<file path="config.mk">
export PLATFORM = sky130hd
export DESIGN_NAME = csi_status_irq
export DESIGN_NICKNAME = d
export VERILOG_FILES = /design/src/csi_pkg.sv /design/src/csi_rec_if.sv /design/src/csi_status_irq.sv /design/src/csi_rec_cnt.sv
export SDC_FILE = /design/constraint.sdc
export NUM_CORES = 1
export LEC_CHECK = 0
export ABC_CLOCK_PERIOD_IN_PS = 3120
export BUFFER_PORTS_ARGS = -buffer_cell sky130_fd_sc_hd__buf_2
export CAP_MARGIN = 10
export CORE_ASPECT_RATIO = 1.2
export CORE_MARGIN = 3
export CORE_UTILIZATION = 57
export DETAILED_ROUTE_END_ITERATION = 10
export MAX_ROUTING_LAYER = met4
export PLACE_DENSITY = 0.8
export SYNTH_ARGS = -nofsm -noshare
export SYNTH_HDL_FRONTEND = slang
export SYNTH_HIERARCHICAL = 1
export SYNTH_SLANG_ARGS = --single-unit
</file>
<file path="constraint.sdc">
create_clock -name clk -period 3.12 [get_ports clk]
set_input_delay 0.624 -clock clk [delete_from_list [all_inputs] [get_ports clk]]
set_output_delay 0.624 -clock clk [all_outputs]
set_load 0.01 [all_outputs]
</file>
<file path="src/csi_pkg.sv">
// Constants for the CAN status and interrupt-flag block.
// Assumes an 8-bit host register port and a single 50 MHz clock.
package csi_pkg;
  localparam int ADDR_W = 5;
  localparam int DATA_W = 8;
  localparam int IRQ_W = 5;
  localparam int TXB_IDX_W = 4;
  // Register map
  localparam logic [ADDR_W-1:0] CTRL_ADDR = 5'h00;
  localparam logic [ADDR_W-1:0] CMD_ADDR = 5'h01;
  localparam logic [ADDR_W-1:0] STAT_ADDR = 5'h02;
  localparam logic [ADDR_W-1:0] IRQ_ADDR = 5'h03;
  localparam logic [ADDR_W-1:0] TXB_FIRST = 5'h0A;
  localparam logic [ADDR_W-1:0] TXB_LAST = 5'h13;
  localparam logic [DATA_W-1:0] CMD_READ_VAL = 8'hFF;
  localparam logic [DATA_W-1:0] ZERO_BYTE = 8'h00;
  // Control register bits
  localparam int CR_INIT_HOLD = 0;
  localparam int CR_RX_IRQ_EN = 1;
  localparam int CR_TX_IRQ_EN = 2;
  localparam int CR_ERR_IRQ_EN = 3;
  localparam int CR_OVERRUN_IRQ_EN = 4;
  localparam logic [3:0] CR_EN_RESET = 4'h0;
  // Command register bits
  localparam int CMD_SEND_REQ = 0;
  localparam int CMD_CANCEL_SEND = 1;
  localparam int CMD_FREE_RX_BUFFER = 2;
  localparam int CMD_CLEAR_OVERRUN = 3;
  localparam int CMD_SLEEP = 4;
  // Interrupt flag bits
  localparam int IR_RX = 0;
  localparam int IR_TX = 1;
  localparam int IR_ERR = 2;
  localparam int IR_OVERRUN = 3;
  localparam int IR_WAKEUP = 4;
  localparam logic [IRQ_W-1:0] IR_RESET = 5'h00;
  // Receive buffers
  localparam logic [1:0] RBUF_NUM = 2'h2;
  localparam logic [1:0] RBUF_ONE = 2'h1;
  localparam logic [1:0] RBUF_EMPTY = 2'h0;
  // Bus-off recovery
  localparam int REC_CNT_W = 8;
  localparam logic [REC_CNT_W-1:0] BUS_FREE_COUNT = 8'h80;
  localparam logic [REC_CNT_W-1:0] REC_CNT_ONE = 8'h01;
  localparam logic [REC_CNT_W-1:0] REC_CNT_ZERO = 8'h00;
  // Transmit sequence
  typedef enum logic [2:0] {
    CSI_TX_IDLE = 3'h1,
    CSI_TX_PEND = 3'h2,
    CSI_TX_SEND = 3'h4
  } csi_tx_state_t;
endpackage

</file>
<file path="src/csi_rec_if.sv">
// Carries the bus-off recovery handshake between the flag logic and its counter.
// Assumes both ends share one clock.
interface csi_rec_if;
  logic run;
  logic bus_free;
  logic done;
  modport ctl (output run, output bus_free, input done);
  modport cnt (input run, input bus_free, output done);
endinterface

</file>
<file path="src/csi_status_irq.sv">
// Status flags, interrupt flags and host register port of a CAN controller.
// Assumes a protocol engine on the same clock that reports message, transmit
// and error events as one-cycle pulses and bus activity as levels.
//
// The implementer's own choice: the strobed register port.
module csi_status_irq (
  // Clock and reset
  input wire logic clk,
  input wire logic rst,
  // Host register port
  input wire logic [csi_pkg::ADDR_W-1:0] addr,
  input wire logic [csi_pkg::DATA_W-1:0] wdata,
  input wire logic wr,
  input wire logic rd,
  output logic [csi_pkg::DATA_W-1:0] rdata,
  // Protocol engine events and levels
  input wire logic msg_start,
  input wire logic msg_done,
  input wire logic msg_abort,
  input wire logic rx_active,
  input wire logic tx_active,
  input wire logic tx_ok,
  input wire logic warn_level,
  input wire logic bus_off_evt,
  input wire logic bus_free,
  // Controls to the protocol engine
  output logic store_en,
  output logic tx_request,
  output logic err_cnt_clear,
  output logic init_hold,
  output logic sleep,
  // Transmit buffer write port
  output logic tx_buf_we,
  output logic [csi_pkg::TXB_IDX_W-1:0] tx_buf_idx,
  output logic [csi_pkg::DATA_W-1:0] tx_buf_data,
  // Interrupt
  output logic irq_n
);
  csi_rec_if rec ();

  logic init_hold_ff;
  logic [3:0] irq_en_ff;
  logic rx_buffer_full_ff;
  logic [1:0] rbuf_cnt_ff;
  logic overrun_ff;
  logic drop_ff;
  logic tx_complete_ff;
  logic error_warning_ff;
  logic bus_off_ff;
  logic sleep_ff;
  logic [csi_pkg::IRQ_W-1:0] irq_flags_ff;
  logic [csi_pkg::DATA_W-1:0] rdata_ff;
  logic tx_buf_we_ff;
  logic [csi_pkg::TXB_IDX_W-1:0] tx_buf_idx_ff;
  logic [csi_pkg::DATA_W-1:0] tx_buf_data_ff;
  csi_pkg::csi_tx_state_t tx_state_ff;
  csi_pkg::csi_tx_state_t nxt_tx_state;

  ////////////////////////////////////////////////////////////////////////////
  // Address decode
  wire ctrl_wr = wr && (addr == csi_pkg::CTRL_ADDR);
  wire cmd_wr = wr && (addr == csi_pkg::CMD_ADDR);
  wire ir_rd = rd && (addr == csi_pkg::IRQ_ADDR);
  wire txb_hit = (addr >= csi_pkg::TXB_FIRST) && (addr <= csi_pkg::TXB_LAST);
  wire [csi_pkg::ADDR_W-1:0] txb_off = addr - csi_pkg::TXB_FIRST;
  // Transmit commands are ignored while init hold keeps the controller idle
  wire cmd_send = cmd_wr && wdata[csi_pkg::CMD_SEND_REQ] && !init_hold_ff;
  wire cmd_cancel = cmd_wr && wdata[csi_pkg::CMD_CANCEL_SEND] && !init_hold_ff;
  wire cmd_free = cmd_wr && wdata[csi_pkg::CMD_FREE_RX_BUFFER];
  wire cmd_clr_ovr = cmd_wr && wdata[csi_pkg::CMD_CLEAR_OVERRUN];
  wire tx_buffer_free = (tx_state_ff == csi_pkg::CSI_TX_IDLE);

  ////////////////////////////////////////////////////////////////////////////
  // Receive buffers and overrun
  // Engine raises msg_start for own transmitted accepted frames as well
  wire overrun_evt = msg_start && (rbuf_cnt_ff == csi_pkg::RBUF_NUM) && !init_hold_ff;
  wire store_ok = msg_done && !drop_ff && !init_hold_ff;
  // The count falls when the host frees buffers after reading, and init hold clears it
  wire free_ok = cmd_free && (rbuf_cnt_ff != csi_pkg::RBUF_EMPTY);
  // A second buffered message becomes visible as soon as the first is freed
  wire rbf_set = store_ok || (free_ok && (rbuf_cnt_ff == csi_pkg::RBUF_NUM));
  wire nxt_rbf = rbf_set || (rx_buffer_full_ff && !cmd_free);
  wire [1:0] nxt_rbuf_cnt = (store_ok && !free_ok) ? rbuf_cnt_ff + csi_pkg::RBUF_ONE :
                            (!store_ok && free_ok) ? rbuf_cnt_ff - csi_pkg::RBUF_ONE :
                            rbuf_cnt_ff;
  // Set wins over a clear-overrun command in the same cycle
  wire nxt_overrun = overrun_evt || (overrun_ff && !cmd_clr_ovr);
  wire nxt_drop = overrun_evt || (drop_ff && !msg_done && !msg_abort);
  assign store_en = !drop_ff && !overrun_evt;

  always_ff @(posedge clk) begin
    if (rst || init_hold_ff) begin
      rx_buffer_full_ff <= 1'b0;
      rbuf_cnt_ff <= csi_pkg::RBUF_EMPTY;
      overrun_ff <= 1'b0;
      drop_ff <= 1'b0;
    end else begin
      rx_buffer_full_ff <= nxt_rbf;
      rbuf_cnt_ff <= nxt_rbuf_cnt;
      overrun_ff <= nxt_overrun;
      drop_ff <= nxt_drop;
    end
  end

  ////////////////////////////////////////////////////////////////////////////
  // Transmit sequence
  // A failed attempt falls back to pending so the engine retries on its own
  always_comb begin
    nxt_tx_state = tx_state_ff;
    unique case (tx_state_ff)
      csi_pkg::CSI_TX_IDLE: begin
        if (cmd_send) begin
          nxt_tx_state = csi_pkg::CSI_TX_PEND;
        end
      end
      csi_pkg::CSI_TX_PEND: begin
        if (tx_ok || cmd_cancel) begin
          nxt_tx_state = csi_pkg::CSI_TX_IDLE;
        end else if (tx_active) begin
          nxt_tx_state = csi_pkg::CSI_TX_SEND;
        end
      end
      csi_pkg::CSI_TX_SEND: begin
        // A frame already on the bus is not stopped by a cancel
        if (tx_ok) begin
          nxt_tx_state = csi_pkg::CSI_TX_IDLE;
        end else if (!tx_active) begin
          nxt_tx_state = csi_pkg::CSI_TX_PEND;
        end
      end
      default: nxt_tx_state = csi_pkg::CSI_TX_IDLE;
    endcase
  end

  wire tx_done_ok = tx_ok && !tx_buffer_free;
  wire nxt_tx_complete = cmd_send ? 1'b0 : (tx_done_ok ? 1'b1 : tx_complete_ff);
  wire tx_free_rise = !tx_buffer_free && (nxt_tx_state == csi_pkg::CSI_TX_IDLE);
  assign tx_request = !tx_buffer_free;

  always_ff @(posedge clk) begin
    if (rst || init_hold_ff) begin
      tx_state_ff <= csi_pkg::CSI_TX_IDLE;
      tx_complete_ff <= 1'b1;
    end else begin
      tx_state_ff <= nxt_tx_state;
      tx_complete_ff <= nxt_tx_complete;
    end
  end

  // Locked-buffer writes vanish with no trace anywhere
  wire txb_wr = wr && txb_hit && tx_buffer_free;

  always_ff @(posedge clk) begin
    if (rst) begin
      tx_buf_we_ff <= 1'b0;
      tx_buf_idx_ff <= '0;
      tx_buf_data_ff <= csi_pkg::ZERO_BYTE;
    end else begin
      tx_buf_we_ff <= txb_wr;
      tx_buf_idx_ff <= txb_wr ? txb_off[csi_pkg::TXB_IDX_W-1:0] : tx_buf_idx_ff;
      tx_buf_data_ff <= txb_wr ? wdata : tx_buf_data_ff;
    end
  end

  ////////////////////////////////////////////////////////////////////////////
  // Error state, bus-off and recovery
  wire bus_rise = bus_off_evt && !bus_off_ff;
  wire nxt_bus_off = bus_off_evt || (bus_off_ff && !rec.done);
  wire nxt_warn = warn_level && !rec.done;
  wire err_chg = (nxt_warn != error_warning_ff) || (nxt_bus_off != bus_off_ff);
  // Bus-off wins over a host write in the same cycle
  wire nxt_init_hold = bus_rise ? 1'b1 :
                       (ctrl_wr ? wdata[csi_pkg::CR_INIT_HOLD] : init_hold_ff);
  assign rec.run = bus_off_ff && !init_hold_ff;
  assign rec.bus_free = bus_free;
  assign err_cnt_clear = rec.done;
  assign init_hold = init_hold_ff;

  csi_rec_cnt u_rec_cnt (
    .clk (clk),
    .rst (rst),
    .rec (rec.cnt)
  );

  always_ff @(posedge clk) begin
    if (rst) begin
      init_hold_ff <= 1'b1;
      irq_en_ff <= csi_pkg::CR_EN_RESET;
      error_warning_ff <= 1'b0;
      bus_off_ff <= 1'b0;
    end else begin
      init_hold_ff <= nxt_init_hold;
      irq_en_ff <= ctrl_wr ? wdata[csi_pkg::CR_OVERRUN_IRQ_EN:csi_pkg::CR_RX_IRQ_EN] : irq_en_ff;
      error_warning_ff <= nxt_warn;
      bus_off_ff <= nxt_bus_off;
    end
  end

  ////////////////////////////////////////////////////////////////////////////
  // Sleep; receive activity or a pending interrupt wakes the controller
  wire sleep_ok = !rx_active && !tx_active && irq_n;
  wire nxt_sleep = cmd_wr ? (wdata[csi_pkg::CMD_SLEEP] && sleep_ok) :
                   (sleep_ff && !rx_active && irq_n);
  wire wake_evt = sleep_ff && !nxt_sleep;
  assign sleep = sleep_ff;

  always_ff @(posedge clk) begin
    if (rst) begin
      sleep_ff <= 1'b0;
    end else begin
      sleep_ff <= nxt_sleep;
    end
  end

  ////////////////////////////////////////////////////////////////////////////
  // Interrupt flags; a set in the read cycle survives the clear
  wire [csi_pkg::IRQ_W-1:0] irq_set;
  assign irq_set[csi_pkg::IR_RX] = rbf_set && irq_en_ff[csi_pkg::CR_RX_IRQ_EN-1];
  assign irq_set[csi_pkg::IR_TX] = tx_free_rise && irq_en_ff[csi_pkg::CR_TX_IRQ_EN-1];
  assign irq_set[csi_pkg::IR_ERR] = err_chg && irq_en_ff[csi_pkg::CR_ERR_IRQ_EN-1];
  assign irq_set[csi_pkg::IR_OVERRUN] =
    overrun_evt && irq_en_ff[csi_pkg::CR_OVERRUN_IRQ_EN-1];
  assign irq_set[csi_pkg::IR_WAKEUP] = wake_evt;
  wire [csi_pkg::IRQ_W-1:0] nxt_irq_flags =
    (irq_flags_ff & ~{csi_pkg::IRQ_W{ir_rd}}) | irq_set;
  assign irq_n = ~|irq_flags_ff;

  always_ff @(posedge clk) begin
    if (rst) begin
      irq_flags_ff <= csi_pkg::IR_RESET;
    end else begin
      irq_flags_ff <= nxt_irq_flags;
    end
  end

  ////////////////////////////////////////////////////////////////////////////
  // Read path
  wire [csi_pkg::DATA_W-1:0] stat_byte = {bus_off_ff, error_warning_ff, tx_active, rx_active,
    tx_complete_ff, tx_buffer_free, overrun_ff, rx_buffer_full_ff};
  wire [csi_pkg::DATA_W-1:0] ctrl_byte = {3'h0, irq_en_ff, init_hold_ff};
  wire [csi_pkg::DATA_W-1:0] rd_mux =
    (addr == csi_pkg::CTRL_ADDR) ? ctrl_byte :
    (addr == csi_pkg::CMD_ADDR) ? csi_pkg::CMD_READ_VAL :
    (addr == csi_pkg::STAT_ADDR) ? stat_byte :
    (addr == csi_pkg::IRQ_ADDR) ? {3'h0, irq_flags_ff} :
    csi_pkg::ZERO_BYTE;

  always_ff @(posedge clk) begin
    if (rst) begin
      rdata_ff <= csi_pkg::ZERO_BYTE;
    end else begin
      rdata_ff <= rd ? rd_mux : csi_pkg::ZERO_BYTE;
    end
  end

  assign rdata = rdata_ff;
  assign tx_buf_we = tx_buf_we_ff;
  assign tx_buf_idx = tx_buf_idx_ff;
  assign tx_buf_data = tx_buf_data_ff;
endmodule

</file>
<file path="src/csi_rec_cnt.sv">
// Counts bus-free pulses during bus-off recovery and flags completion.
// Assumes bus_free is a one-cycle pulse from logic on the same clock.
module csi_rec_cnt (
  // Clock and reset
  input wire logic clk,
  input wire logic rst,
  // Recovery handshake
  csi_rec_if.cnt rec
);
  logic [csi_pkg::REC_CNT_W-1:0] cnt_ff;
  logic [csi_pkg::REC_CNT_W-1:0] nxt_cnt;
  logic done_ff;
  logic last_free;

  ////////////////////////////////////////////////////////////////////////////
  // Host re-entering init hold drops run and restarts the count from zero
  assign last_free = rec.run && rec.bus_free
                     && (cnt_ff == csi_pkg::BUS_FREE_COUNT - csi_pkg::REC_CNT_ONE);
  assign nxt_cnt = !rec.run ? csi_pkg::REC_CNT_ZERO :
                   last_free ? csi_pkg::REC_CNT_ZERO :
                   rec.bus_free ? cnt_ff + csi_pkg::REC_CNT_ONE : cnt_ff;
  assign rec.done = done_ff;

  always_ff @(posedge clk) begin
    if (rst) begin
      cnt_ff <= csi_pkg::REC_CNT_ZERO;
      done_ff <= 1'b0;
    end else begin
      cnt_ff <= nxt_cnt;
      done_ff <= last_free;
    end
  end
endmodule

</file>
* Yosys cells after proc, flatten, opt, wreduce, memory -nomap -nowiden
Index checks and enable logic that the tools add are counted.
** Cells by class
- Add/sub/neg operators :: 4
- Magnitude comparators :: 2
- Equality and inequality tests :: 11
- Muxes and demuxes :: 15
- Bitwise logic cells :: 5
- Reduce and logical (&&, ||, !) cells :: 76
** Operators by type and width (count)
- logical AND 1 bit :: 43
- zero test 1 bit :: 16
- 2-to-1 mux 8 bit :: 2
- 2-to-1 mux 3 bit :: 5
- equality test 5 x 2 -> 1 bit, second input constant :: 2
- 2-to-1 mux 5 bit :: 2
- one-hot mux 3 bit (3 select lines) :: 1
- adder 8 x 1 -> 8 bit, second input constant :: 1
- equality test 8 x 7 -> 1 bit, second input constant :: 1
- logical OR 1 bit :: 8
- equality test 3 x 1 -> 1 bit, second input constant :: 2
- nonzero test 2 bit :: 3
- OR reduction 3 bit :: 2
- AND 5 bit :: 1
- equality test 5 x 1 -> 1 bit, second input constant :: 1
- >= comparator 5 x 4 -> 1 bit, second input constant :: 1
- <= comparator 5 bit, second input constant :: 1
- zero test 5 bit :: 1
- inverter 5 bit :: 1
- OR 5 bit :: 1
- OR reduction 5 bit :: 1
- 2-to-1 mux 2 bit :: 2
- OR reduction 2 bit :: 2
- subtractor 4 bit, second input constant :: 1
- 8 further kinds :: 12
** Word-level totals
- Flip-flop bits (word level) :: 52
- Input bits :: 26
- Output and inout bits :: 27

* Longest topological paths before layout
Gate-level depths: netlist of the first run.
- Depth after elaboration :: 11
- Mapped depth :: 8

* By module
Netlist of the first run, hierarchy kept.
** By module, submodules not included
- csi_status_irq :: instances 1, cells each 221, area each 1928.1 µm², seq. area each 860.8 µm²
- csi_rec_cnt :: instances 1, cells each 43, area each 402.9 µm², seq. area each 180.2 µm²

* Least setup slack after synthesis of the first run
Ideal clock, no wire load.
- Path type :: input to register
- Start :: input addr[4] in the netlist's numbering
- End :: register rbuf_cnt_ff[1]
- Library setup time :: 70 ps
- Arrival time :: 2079 ps
- Data required time :: 3050 ps
- Setup slack :: 971 ps
- Stages :: 7
- Cell sequence :: nor3_2 > and2_1 > buf_2 > o211ai_1 > ha_1 > or3_1 > a21oi_1
** On the way
- Longest elaborated chain between the ends :: 7
- Elaborated cells between the ends (all ways) :: 9
** Ends and longest elaborated chain
- start: declaration :: RTL line csi_status_irq.sv:11 : input wire logic [csi_pkg::ADDR_W-1:0] addr,
- equality test 5 x 1 -> 1 bit * :: RTL line csi_status_irq.sv:62 : wire cmd_wr = wr && (addr == csi_pkg::CMD_ADDR);
- logical AND 1 bit * :: RTL line csi_status_irq.sv:62
- logical AND 1 bit * :: RTL line csi_status_irq.sv:69 : wire cmd_free = cmd_wr && wdata[csi_pkg::CMD_FREE_RX_BUFFER];
- logical AND 1 bit * :: RTL line csi_status_irq.sv:79 : wire free_ok = cmd_free && (rbuf_cnt_ff != csi_pkg::RBUF_EMPTY);
- zero test 1 bit :: RTL line csi_status_irq.sv:83 : wire [1:0] nxt_rbuf_cnt = (store_ok && !free_ok) ? rbuf_cnt_ff + csi_pkg::RBUF_ONE :
- logical AND 1 bit :: RTL line csi_status_irq.sv:83
- 2-to-1 mux 2 bit or nonzero test 2 bit (tied branches)
- end signal: assignment :: RTL line csi_status_irq.sv:94 : rbuf_cnt_ff <= csi_pkg::RBUF_EMPTY;
- end signal: assignment :: RTL line csi_status_irq.sv:99 : rbuf_cnt_ff <= nxt_rbuf_cnt;
- end: declaration :: RTL line csi_status_irq.sv:44 : logic [1:0] rbuf_cnt_ff;
Mark *: on every way between the ends. The rest lies on a longest branch, timed or not.
A chain may end at the register's enable or synchronous reset.

* Final worst setup path of the first run
- Start :: register irq_flags_ff[2] in the netlist's numbering
- End :: output irq_n
** On the way
- Longest elaborated chain between the ends :: 2
** Ends and longest elaborated chain
- start: declaration :: RTL line csi_status_irq.sv:51 : logic [csi_pkg::IRQ_W-1:0] irq_flags_ff;
- start signal: assignment :: RTL line csi_status_irq.sv:230 : irq_flags_ff <= csi_pkg::IR_RESET;
- start signal: assignment :: RTL line csi_status_irq.sv:232 : irq_flags_ff <= nxt_irq_flags;
- OR reduction 5 bit :: RTL line csi_status_irq.sv:226 : assign irq_n = ~|irq_flags_ff;
- zero test 1 bit :: RTL line csi_status_irq.sv:226
- end: declaration :: RTL line csi_status_irq.sv:37 : output logic irq_n
No other way between the ends.

==> reports/results.ini, run 1 <==
[outcome]
outcome=finished clean

[synthesis]
yosys-mux-area-fraction=0.0558
synthesis.area_per_instance_um2=8.83
synth_simple_gate_area_frac=0.248
synth_ff_type=dfxtp_1
postSynthNetCount=294
share_of_synthesized_flip_flops_with_an_asynchronous_set_or_reset=0
yosysWarnings=6
yosys.area_share.xor_xnor=0.0301
syn-cell-area_um2=2330
ys_top_cells_by_area=dfxtp_1, mux2i_1, nor2_1
yosys.area_share.adder=0.0215
synth_top_family_by_area=simple AND/OR/NAND/NOR gates
synthDistinctLibCells=48
post-synth-top-area-cell=dfxtp_1
synth_compound_gate_area_share=0.162
synth_enable_flop_cells=0
postSynthRegisterBits=52
netlist_instances=264
synth_top_area_frac=0.447
synth.yosys.seq_area_share=0.447

[cts]
cts_hold_buffers=0
cts-buffers-inserted=5
path_clk_slew_ns=0.11
clockBufferDepth=2
htree_num_levels=2
tritoncts=done
cts.root.buffer_cell=clkbuf_8
clock_sinks=52
clock_insertion_delay_worst_skew_ns=0.32
cts.repair_timing.setup_buffer_count=0
cts_repair_resize_count=0

[timing]
setup_total_negative_slack_ns=0
worst-slew-pin-transition_ns=0.790
clock_skew_ns=0.0123
grt_setup_unrepaired=no
final_period_minus_worst_setup_slack_ns=2.20
min_period_over_period=0.705
max_freq_mhz=455
relSlewSlack=0.473
finalSetupViolCount=0
timing.final.ws_setup_ns=0.921
report.final.slew_viol_count=0
report.final.hold_viol_count=0

[place]
dp_worst_setup_slack_ns=0.641
dpl.hpwl_mm=3.97
gpl.final_weighted_congestion=0.871
place.port_buffers=52

[routing]
routedWlPerCell_um=14.4
final_antenna_net_count=0
wl_mm=5.26
detailroute.via_count=2080
detailedRoute.firstPassIterationCount=4
dr.first_iter.drc_count=144
avgViaCountPerCell=5.70
drt_drc=0

[floorplan]
initial_cell_density_of_the_core=0.616
core_region_area_um2=3780
die_area_um2=4900
boundaryPins=53
dieHeight_um=76.1
floorplan.die.width_um=64.4
floorplan.rows=24

[power]
power-per-cell-area_nw_per_um2=439
worst_ir_drop_vdd_v=0.000345
leakagePower_uw=0.00113

[finish]
nNetsFinal=342
multiInputGateArea_um2=1210
area_growth_syn_to_layout_pct=15.8
layout.filler_cells=321
layout.area.seq_um2=1040
layout-drive-gt1-share=0.220
antennaDiodeCount=0

[critical_path]
crit_path_top_delay_cell=or4_1
worstPathCellList=or4_1 -> nor2_1 -> buf_2
timing.critical_path.from_type=flop
startpoint_to_endpoint_class_of_the_critical_path=flop to output port
cpPeakStageDelay_ns=0.53
setup.worst_path.end_class=output port
timing.critical_path.fanout_max=3
required_time_of_the_critical_path_ns=2.50
worst_ep_arrival_time_ns=1.57

[global_routing]
pin_count_of_the_biggest_net_entering_global_routing=30
grt_antenna_before_repair=0
grt_util_all_layers=0.230
globalRoute.totalOverflow=0
grt_pass1_vias=1990
global_route_wire_length_before_repair_mm=8.79

[flow_run]
max_cap_violations=0

[min_path]
worst_hold_path_type=flop to flop

-- stage by stage --
| step | total power (µW) | instances | hold WS (ns) | area (µm²) | utilization |
|---|---|---|---|---|---|
| 5_1_grt | 1240 | 365 | 0.488 | 2700 | 0.713 |
| 2_1_floorplan | 754 | 264 | 0.435 | 2330 | - |
| 3_3_place_gp | 793 | 357 | 0.454 | 2600 | 0.688 |
| 6_report | 1190 | 365 | 0.471 | 2700 | 0.713 |
| 4_1_cts | 1190 | 365 | 0.470 | 2700 | 0.713 |
| 3_5_place_dp | 795 | 357 | 0.455 | 2600 | 0.688 |
-- path summary, 6_finish.rpt --
kind	from	endpoint	slack [ns]	depth (start not counted)
setup / recovery	irq_flags_ff[2]	irq_n	0.92	3
hold / removal	tx_buf_data[4]	tx_buf_data[4]	0.47	2
setup reg to reg	tx_state_ff[0]	tx_buf_idx[1]	1.18	5
hold reg to reg	tx_buf_data[4]	tx_buf_data[4]	0.47	2
-- power by group --
group          internal (µW)  total (µW)  switching [µW]
Sequential               674         680            5.58
Clock                    165         406             241
Combinational           40.0         100            60.0
-- layer usage --
metal | track usage | vias to the layer above | routed length [µm] | share of wire
met5 | - | - | 0 | 0
met3 | 0.0472 | 9 | 387 | 0.074
met1 | 0.269 | 952 | 2240 | 0.43
met4 | 0.0909 | 0 | 89 | 0.017
li1 | - | 1034 | - | -
met2 | 0.383 | 85 | 2550 | 0.48
-- cell families (layout without fill, tap and decap cells) --
logic type                 count (synthesis)  after routing
and+or+nand+nor                          108            108
xor gates and xnor gates                   8              8
AOI/OAI and AO/OA                         60             60
buffers and inverters                     19             68
adders and majority gates                  4              4
muxes                                     13             13
DFF                                       52             52
-- layout make-up --
cell class | instances | area share
Timing Repair Buffer | 52 | 0.0964
Clock buffer | 5 | 0.0255
Sequential cell | 52 | 0.386
Multi-Input combinational cell | 193 | 0.447
Tap cell | 52 | 0.0241
Inverter | 8 | 0.0111
Clock inverter | 3 | 0.0102
-- critical path: cells and delay by family (launching register included) --
family	cells	cell delay, ns
and+or+nand+nor	2	0.73
DFF	1	0.35
buffers and inverters	1	0.18
-- synth_stat cells, types with 2 or more instances --
cell type,instances
o21ai_1,10
o21ai_0,4
or2_2,2
inv_1,7
nor2b_1,7
xnor2_1,3
a21oi_1,23
nand2_1,16
a32o_1,2
dfxtp_1,52
o211ai_1,2
nor2_1,32
nor3_1,4
nor4_1,2
nor3b_1,3
a211oi_1,8
nand3b_1,4
and2_1,2
nand3_1,16
o31ai_1,2
clkbuf_1,4
a31oi_1,2
nand4_1,2
nand2b_1,4
buf_4,2
xor2_1,5
nor4b_1,2
ha_1,4
or3_1,4
buf_2,4
mux2i_1,13
-- state kept, by name, indices dropped and copies added, names as in the netlist --
name                cells
tx_buf_idx              4
rx_buffer_full_ff       1
irq_flags_ff            5
irq_en_ff               4
u_rec_cnt/rec.done      1
tx_buf_data             8
rbuf_cnt_ff             2
bus_off_ff              1
init_hold               1
tx_buf_we               1
u_rec_cnt/cnt_ff        8
error_warning_ff        1
tx_complete_ff          1
overrun_ff              1
rdata                   8
drop_ff                 1
tx_state_ff             3
sleep                   1
-- layout by cell type (no fill, tap or decap), types with 5 or more instances in the layout --
cell | netlist | routed
a21oi_1 | 23 | 23
mux2i_1 | 13 | 13
buf_2 | 4 | 52
xor2_1 | 5 | 5
clkbuf_8 | 0 | 5
nand2_1 | 16 | 16
nor2_1 | 32 | 32
o21ai_1 | 10 | 10
nand3_1 | 16 | 16
dfxtp_1 | 52 | 52
inv_1 | 7 | 7
a211oi_1 | 8 | 8
nor2b_1 | 7 | 7
Power figures use the tool's default switching activity.
==> inputs of run 2 (changes only) <==
--- a/config.mk
+++ b/config.mk
@@ -5,15 +5,15 @@
 export SDC_FILE = /design/constraint.sdc
 export NUM_CORES = 1
 export LEC_CHECK = 0
-export ABC_CLOCK_PERIOD_IN_PS = 3120
+export ABC_CLOCK_PERIOD_IN_PS = 2000
 export BUFFER_PORTS_ARGS = -buffer_cell sky130_fd_sc_hd__buf_2
 export CAP_MARGIN = 10
 export CORE_ASPECT_RATIO = 1.2
 export CORE_MARGIN = 3
-export CORE_UTILIZATION = 57
+export CORE_UTILIZATION = 48
 export DETAILED_ROUTE_END_ITERATION = 10
 export MAX_ROUTING_LAYER = met4
-export PLACE_DENSITY = 0.8
+export PLACE_DENSITY = 0.71
 export SYNTH_ARGS = -nofsm -noshare
 export SYNTH_HDL_FRONTEND = slang
 export SYNTH_HIERARCHICAL = 1
==> constraint.sdc (replaced) <==
create_clock -name clk -period 2 [get_ports clk]
set_input_delay 0.4 -clock clk [delete_from_list [all_inputs] [get_ports clk]]
set_output_delay 0.4 -clock clk [all_outputs]
set_load 0.01 [all_outputs]
==> reports/results.ini, run 2 (synthesized netlist as in run 1, its figures left out) <==
[min_path]
min_path_cells=2  ; unchanged
min-delay-start=rx_active  ; was tx_buf_data[4]
worst_hold_path_type=input port to flop  ; was flop to flop
min_delay_worst_endpoint=sleep  ; was tx_buf_data[4]

[global_routing]
grt_util_all_layers=0.201  ; was 0.230
global_route_wire_length_before_repair_mm=9.01  ; was 8.79 mm
globalRoute.totalOverflow=0  ; unchanged
grt_pass1_vias=1914  ; was 1990
grt_antenna_before_repair=0  ; unchanged
pin_count_of_the_biggest_net_entering_global_routing=29  ; was 30

[place]
gpl.final_weighted_congestion=0.890  ; was 0.871
dpl.hpwl_mm=4.16  ; was 3.97 mm
place.port_buffers=52  ; unchanged

[finish]
area_growth_syn_to_layout_pct=21.8  ; was 15.8%
nNetsFinal=356  ; was 342
final_cell_mix=dfxtp_1, buf_2, nor2_1, a21oi_1  ; unchanged
antennaDiodeCount=0  ; unchanged
layout-drive-gt1-share=0.257  ; was 0.220

[routing]
wl_mm=5.51  ; was 5.26 mm
avgViaCountPerCell=5.50  ; was 5.70
dr.first_iter.drc_count=156  ; was 144
routedWlPerCell_um=14.3  ; was 14.4 µm
detailroute.via_count=2119  ; was 2080
drt_drc=0  ; unchanged
final_antenna_net_count=0  ; unchanged
detailedRoute.firstPassIterationCount=5  ; was 4

[critical_path]
startpoint_to_endpoint_class_of_the_critical_path=flop to output port  ; unchanged
regToRegSetupSlack_ns=0.34  ; was 1.18 ns
reg2reg_to=tx_buf_idx[1]  ; unchanged
timing.critical_path.from_type=flop  ; unchanged
ff2ff_path_depth=5  ; unchanged
worstReg2RegStart=tx_state_ff[0]  ; unchanged
setup.worst_path.end_class=output port  ; unchanged
required_time_of_the_critical_path_ns=1.60  ; was 2.50 ns
worst_ep_arrival_time_ns=1.53  ; was 1.57 ns
timing.critical_path.fanout_max=3  ; unchanged

[floorplan]
floorplan.rows=27  ; was 24
core_region_area_um2=4630  ; was 3780 µm²
initial_cell_density_of_the_core=0.504  ; was 0.616
floorplan.die.width_um=69.6  ; was 64.4 µm
dieHeight_um=82.3  ; was 76.1 µm
die_area_um2=5730  ; was 4900 µm²
boundaryPins=53  ; unchanged

[timing]
min_period_over_period=0.963
worst-slew-pin-transition_ns=0.535  ; was 0.790 ns
relSlewSlack=0.640  ; was 0.473
report.final.hold_viol_count=0  ; unchanged
finalSetupViolCount=0  ; unchanged
max_freq_mhz=519
clock_skew_ns=0.00942  ; was 0.0123 ns
fin_worst_hold_slack_ns=0.300  ; was 0.471 ns
setup_total_negative_slack_ns=0  ; unchanged
report.final.slew_viol_count=0  ; unchanged
final_period_minus_worst_setup_slack_ns=1.93
grt_setup_unrepaired=no  ; unchanged

[cts]
htree_num_levels=2  ; unchanged
clock_insertion_delay_worst_skew_ns=0.30  ; was 0.32 ns
clock_sinks=52  ; unchanged
path_clk_slew_ns=0.10  ; was 0.11 ns
clockBufferDepth=2  ; unchanged
tritoncts=done  ; unchanged
cts.root.buffer_cell=clkbuf_8  ; unchanged
cts-buffers-inserted=5  ; unchanged

[outcome]
outcome=finished clean  ; unchanged

[power]
power-per-cell-area_nw_per_um2=698  ; was 439 nW/µm²
power.total_uw=1980  ; was 1190 µW
leakagePower_uw=0.00122  ; was 0.00113 µW
worst_ir_drop_vdd_v=0.000455  ; was 0.000345 V

[flow_run]
max_cap_violations=0  ; unchanged

## run 2: changes by cell type in the layout (fill, tap and decap cells not counted)
cell / change
inv_8: -1
nor2_1: -1
nor2_2: +1
clkbuf_8: +1
clkinvlp_4: -1
buf_4: +14
bufinv_16: +1
## run 2: final cells by class
cell class,instances,area (µm²)
well taps,58,72.6
inverters,8,30.0
repair buffers,66,365
multi-input cells,193,1210
flip-flops and latches,52,1040
fillers,431,1790
clock inverters,2,38.8
clock buffers,6,82.6
## run 2: how the worst max path moves through the flow
stage,startpoint,endpoint,slack [ns]
6_report,irq_flags_ff[2],irq_n,0.07
3_5_place_dp,addr[4],rbuf_cnt_ff[1],0.06
4_1_cts,irq_flags_ff[2],irq_n,0.06
5_1_grt,irq_flags_ff[2],irq_n,0.005
2_1_floorplan,addr[4],rbuf_cnt_ff[1],0.08
3_3_place_gp,addr[4],rbuf_cnt_ff[1],0.1
## run 2: report_power, final
part	internal [µW]	switching, µW
clock network	409	339
registers	1050	9.42
logic	72.4	97.8
total	1530	447
## run 2: metrics by stage
stage	std cells	setup slack, ns	area (µm²)	utilization
global route	385	0.00483	2840	0.613
finish	385	0.0737	2840	0.613
global placement	377	0.0997	2720	0.587
detailed placement	377	0.0622	2720	0.587
floorplan	264	0.0752	2330	-
CTS	385	0.0597	2840	0.613
## run 2: repair_timing
item,in CTS,in global routing
hold endpoints to repair,0,0
setup buffers,0,0
setup endpoints to repair,0,1
hold buffers,0,0
resized for setup,0,1
## run 2: critical path, cell delays in order, from the launching register on
cell and delay, ns:
dfxtp_1 0.35, or4_1 0.56, nor2_2 0.16, buf_2 0.16
## run 2: per-layer routing
| layer | wire (µm) | track usage |
|---|---|---|
| met1 | 2450 | 0.250 |
| met2 | 2710 | 0.344 |
| met3 | 305 | 0.0327 |
| met4 | 46 | 0.0575 |
| met5 | 0 | - |
==> inputs of run 3 (changes only) <==
--- a/config.mk
+++ b/config.mk
@@ -8,12 +8,13 @@
 export ABC_CLOCK_PERIOD_IN_PS = 2000
 export BUFFER_PORTS_ARGS = -buffer_cell sky130_fd_sc_hd__buf_2
 export CAP_MARGIN = 10
-export CORE_ASPECT_RATIO = 1.2
+export CORE_ASPECT_RATIO = 1.25
 export CORE_MARGIN = 3
 export CORE_UTILIZATION = 48
 export DETAILED_ROUTE_END_ITERATION = 10
 export MAX_ROUTING_LAYER = met4
 export PLACE_DENSITY = 0.71
+export SETUP_SLACK_MARGIN = 0.1
 export SYNTH_ARGS = -nofsm -noshare
 export SYNTH_HDL_FRONTEND = slang
 export SYNTH_HIERARCHICAL = 1
==> reports/results.ini, run 3 (synthesized netlist as in run 1, its figures left out) <==
[timing]
fin_worst_hold_slack_ns=0.280  ; was 0.300 ns
timing.final.ws_setup_ns=0.138  ; was 0.0737 ns
setup_total_negative_slack_ns=0  ; unchanged
finalSetupViolCount=0  ; unchanged
report.final.hold_viol_count=0  ; unchanged
min_period_over_period=0.931  ; was 0.963
report.final.slew_viol_count=0  ; unchanged
worst-slew-pin-transition_ns=0.548  ; was 0.535 ns
max_freq_mhz=537  ; was 519 MHz
grt_setup_unrepaired=no  ; unchanged
relSlewSlack=0.632  ; was 0.640
final_period_minus_worst_setup_slack_ns=1.86  ; was 1.93 ns
clock_skew_ns=0.00571  ; was 0.00942 ns

[finish]
layout-drive-gt1-share=0.263  ; was 0.257
area_growth_syn_to_layout_pct=22.5  ; was 21.8%
utilization=0.626  ; was 0.613
nNetsFinal=356  ; unchanged
final_cell_mix=dfxtp_1, buf_2, nor2_1, a21oi_1  ; unchanged
antennaDiodeCount=0  ; unchanged

[floorplan]
initial_cell_density_of_the_core=0.511  ; was 0.504
die_area_um2=5730  ; about the same
dieHeight_um=83.9  ; was 82.3 µm
boundaryPins=53  ; unchanged
core_region_area_um2=4560  ; was 4630 µm²
floorplan.rows=27  ; unchanged
floorplan.die.width_um=68.3  ; was 69.6 µm

[critical_path]
ff2ff_path_depth=6  ; was 5
worst_ep_arrival_time_ns=1.46  ; was 1.53 ns
required_time_of_the_critical_path_ns=1.60  ; about the same
critPathLaunch=irq_flags_ff[2]  ; unchanged
timing.critical_path.fanout_max=3  ; unchanged
timing.critical_path.from_type=flop  ; unchanged
worstPathCellList=or4_4 -> nor2_4 -> buf_6  ; was or4_1 -> nor2_2 -> buf_2
worstReg2RegStart=tx_state_ff[0]  ; unchanged
setup.worst_path.end_class=output port  ; unchanged
critical_path.endpoint=irq_n  ; unchanged
cpPeakStageDelay_ns=0.55  ; was 0.56 ns
reg2reg_to=tx_buf_idx[1]  ; unchanged
startpoint_to_endpoint_class_of_the_critical_path=flop to output port  ; unchanged
regToRegSetupSlack_ns=0.38  ; was 0.34 ns
crit_path_top_delay_cell=or4_4  ; was or4_1

[global_routing]
pin_count_of_the_biggest_net_entering_global_routing=29  ; unchanged
grt_util_all_layers=0.202  ; was 0.201
grt_pass1_vias=1961  ; was 1914
globalRoute.totalOverflow=0  ; unchanged
grt_antenna_before_repair=0  ; unchanged
global_route_wire_length_before_repair_mm=8.83  ; was 9.01 mm

[cts]
htree_num_levels=2  ; unchanged
cts.root.buffer_cell=clkbuf_8  ; unchanged
cts-buffers-inserted=5  ; unchanged
path_clk_slew_ns=0.10  ; about the same
tritoncts=done  ; unchanged
clockBufferDepth=2  ; unchanged
clock_insertion_delay_worst_skew_ns=0.31  ; was 0.30 ns
clock_sinks=52  ; unchanged

[power]
power-per-cell-area_nw_per_um2=686  ; was 698 nW/µm²
power.total_uw=1960  ; was 1980 µW
leakagePower_uw=0.00122  ; about the same
worst_ir_drop_vdd_v=0.000438  ; was 0.000455 V

[routing]
detailedRoute.firstPassIterationCount=4  ; was 5
drt_drc=0  ; unchanged
routedWlPerCell_um=13.8  ; was 14.3 µm
wl_mm=5.30  ; was 5.51 mm
final_antenna_net_count=0  ; unchanged
dr.first_iter.drc_count=77  ; was 156
detailroute.via_count=2085  ; was 2119
avgViaCountPerCell=5.42  ; was 5.50

[place]
dpl.hpwl_mm=4.03  ; was 4.16 mm
dp_worst_setup_slack_ns=0.115  ; was 0.0622 ns
place.port_buffers=52  ; unchanged
gpl.final_weighted_congestion=0.860  ; was 0.890

[outcome]
outcome=finished clean  ; unchanged

[min_path]
worst_hold_path_type=input port to flop  ; unchanged

[flow_run]
max_cap_violations=0  ; unchanged

-- run 3: worst min path at each step --
stage	start	to	slack (ns)	cells past startpoint
finish	rx_active	sleep	0.28	2
global placement	tx_buf_data[7]	tx_buf_data[7]	0.45	2
detailed placement	tx_buf_data[1]	tx_buf_data[1]	0.46	2
CTS	rx_active	sleep	0.27	2
floorplan	u_rec_cnt/cnt_ff[7]	u_rec_cnt/rec.done	0.44	1
global route	rx_active	sleep	0.28	2
-- run 3: repair_timing --
item / CTS / global route
resized for setup: 4 / 1
buffers inserted: 1 / 0
endpoints found under the setup margin: 1 / 1
hold buffers: 0 / 0
pin swaps: 1 / 1
-- run 3: metrics by stage --
stage / cell area [µm²] / std cells
floorplan: 2340 / 264
global placement: 2710 / 376
detailed placement: 2710 / 376
CTS: 2850 / 385
global route: 2860 / 385
finish: 2860 / 385
-- run 3: critical path, delay by kind of cell, from the launching register on --
| family | cells | cell delay [ns] |
|---|---|---|
| and+or+nand+nor | 2 | 0.69 |
| DFF | 1 | 0.34 |
| buffers and inverters | 1 | 0.12 |
-- run 3: area by class of cell --
class	instances	area [µm²]
inverter	8	30.0
clock buffer	5	68.8
sequential	52	1040
fill	434	1710
clock inverter	3	46.3
tap	58	72.6
multi-input combinational	193	1220
timing repair buffer	66	372
-- run 3: metal layers --
metal	GRT usage	vias to the layer above	share of wire	wire length (µm)
li1	-	1063	-	-
met1	0.262	951	0.46	2440
met2	0.312	65	0.47	2500
met3	0.0323	6	0.055	293
met4	0.0759	0	0.012	63
met5	-	-	0	0
-- run 3: power breakdown --
group          switching [µW]  internal [µW]
Combinational            97.1           72.6
Sequential               8.54           1050
Clock                     352            377
Total                     458           1500
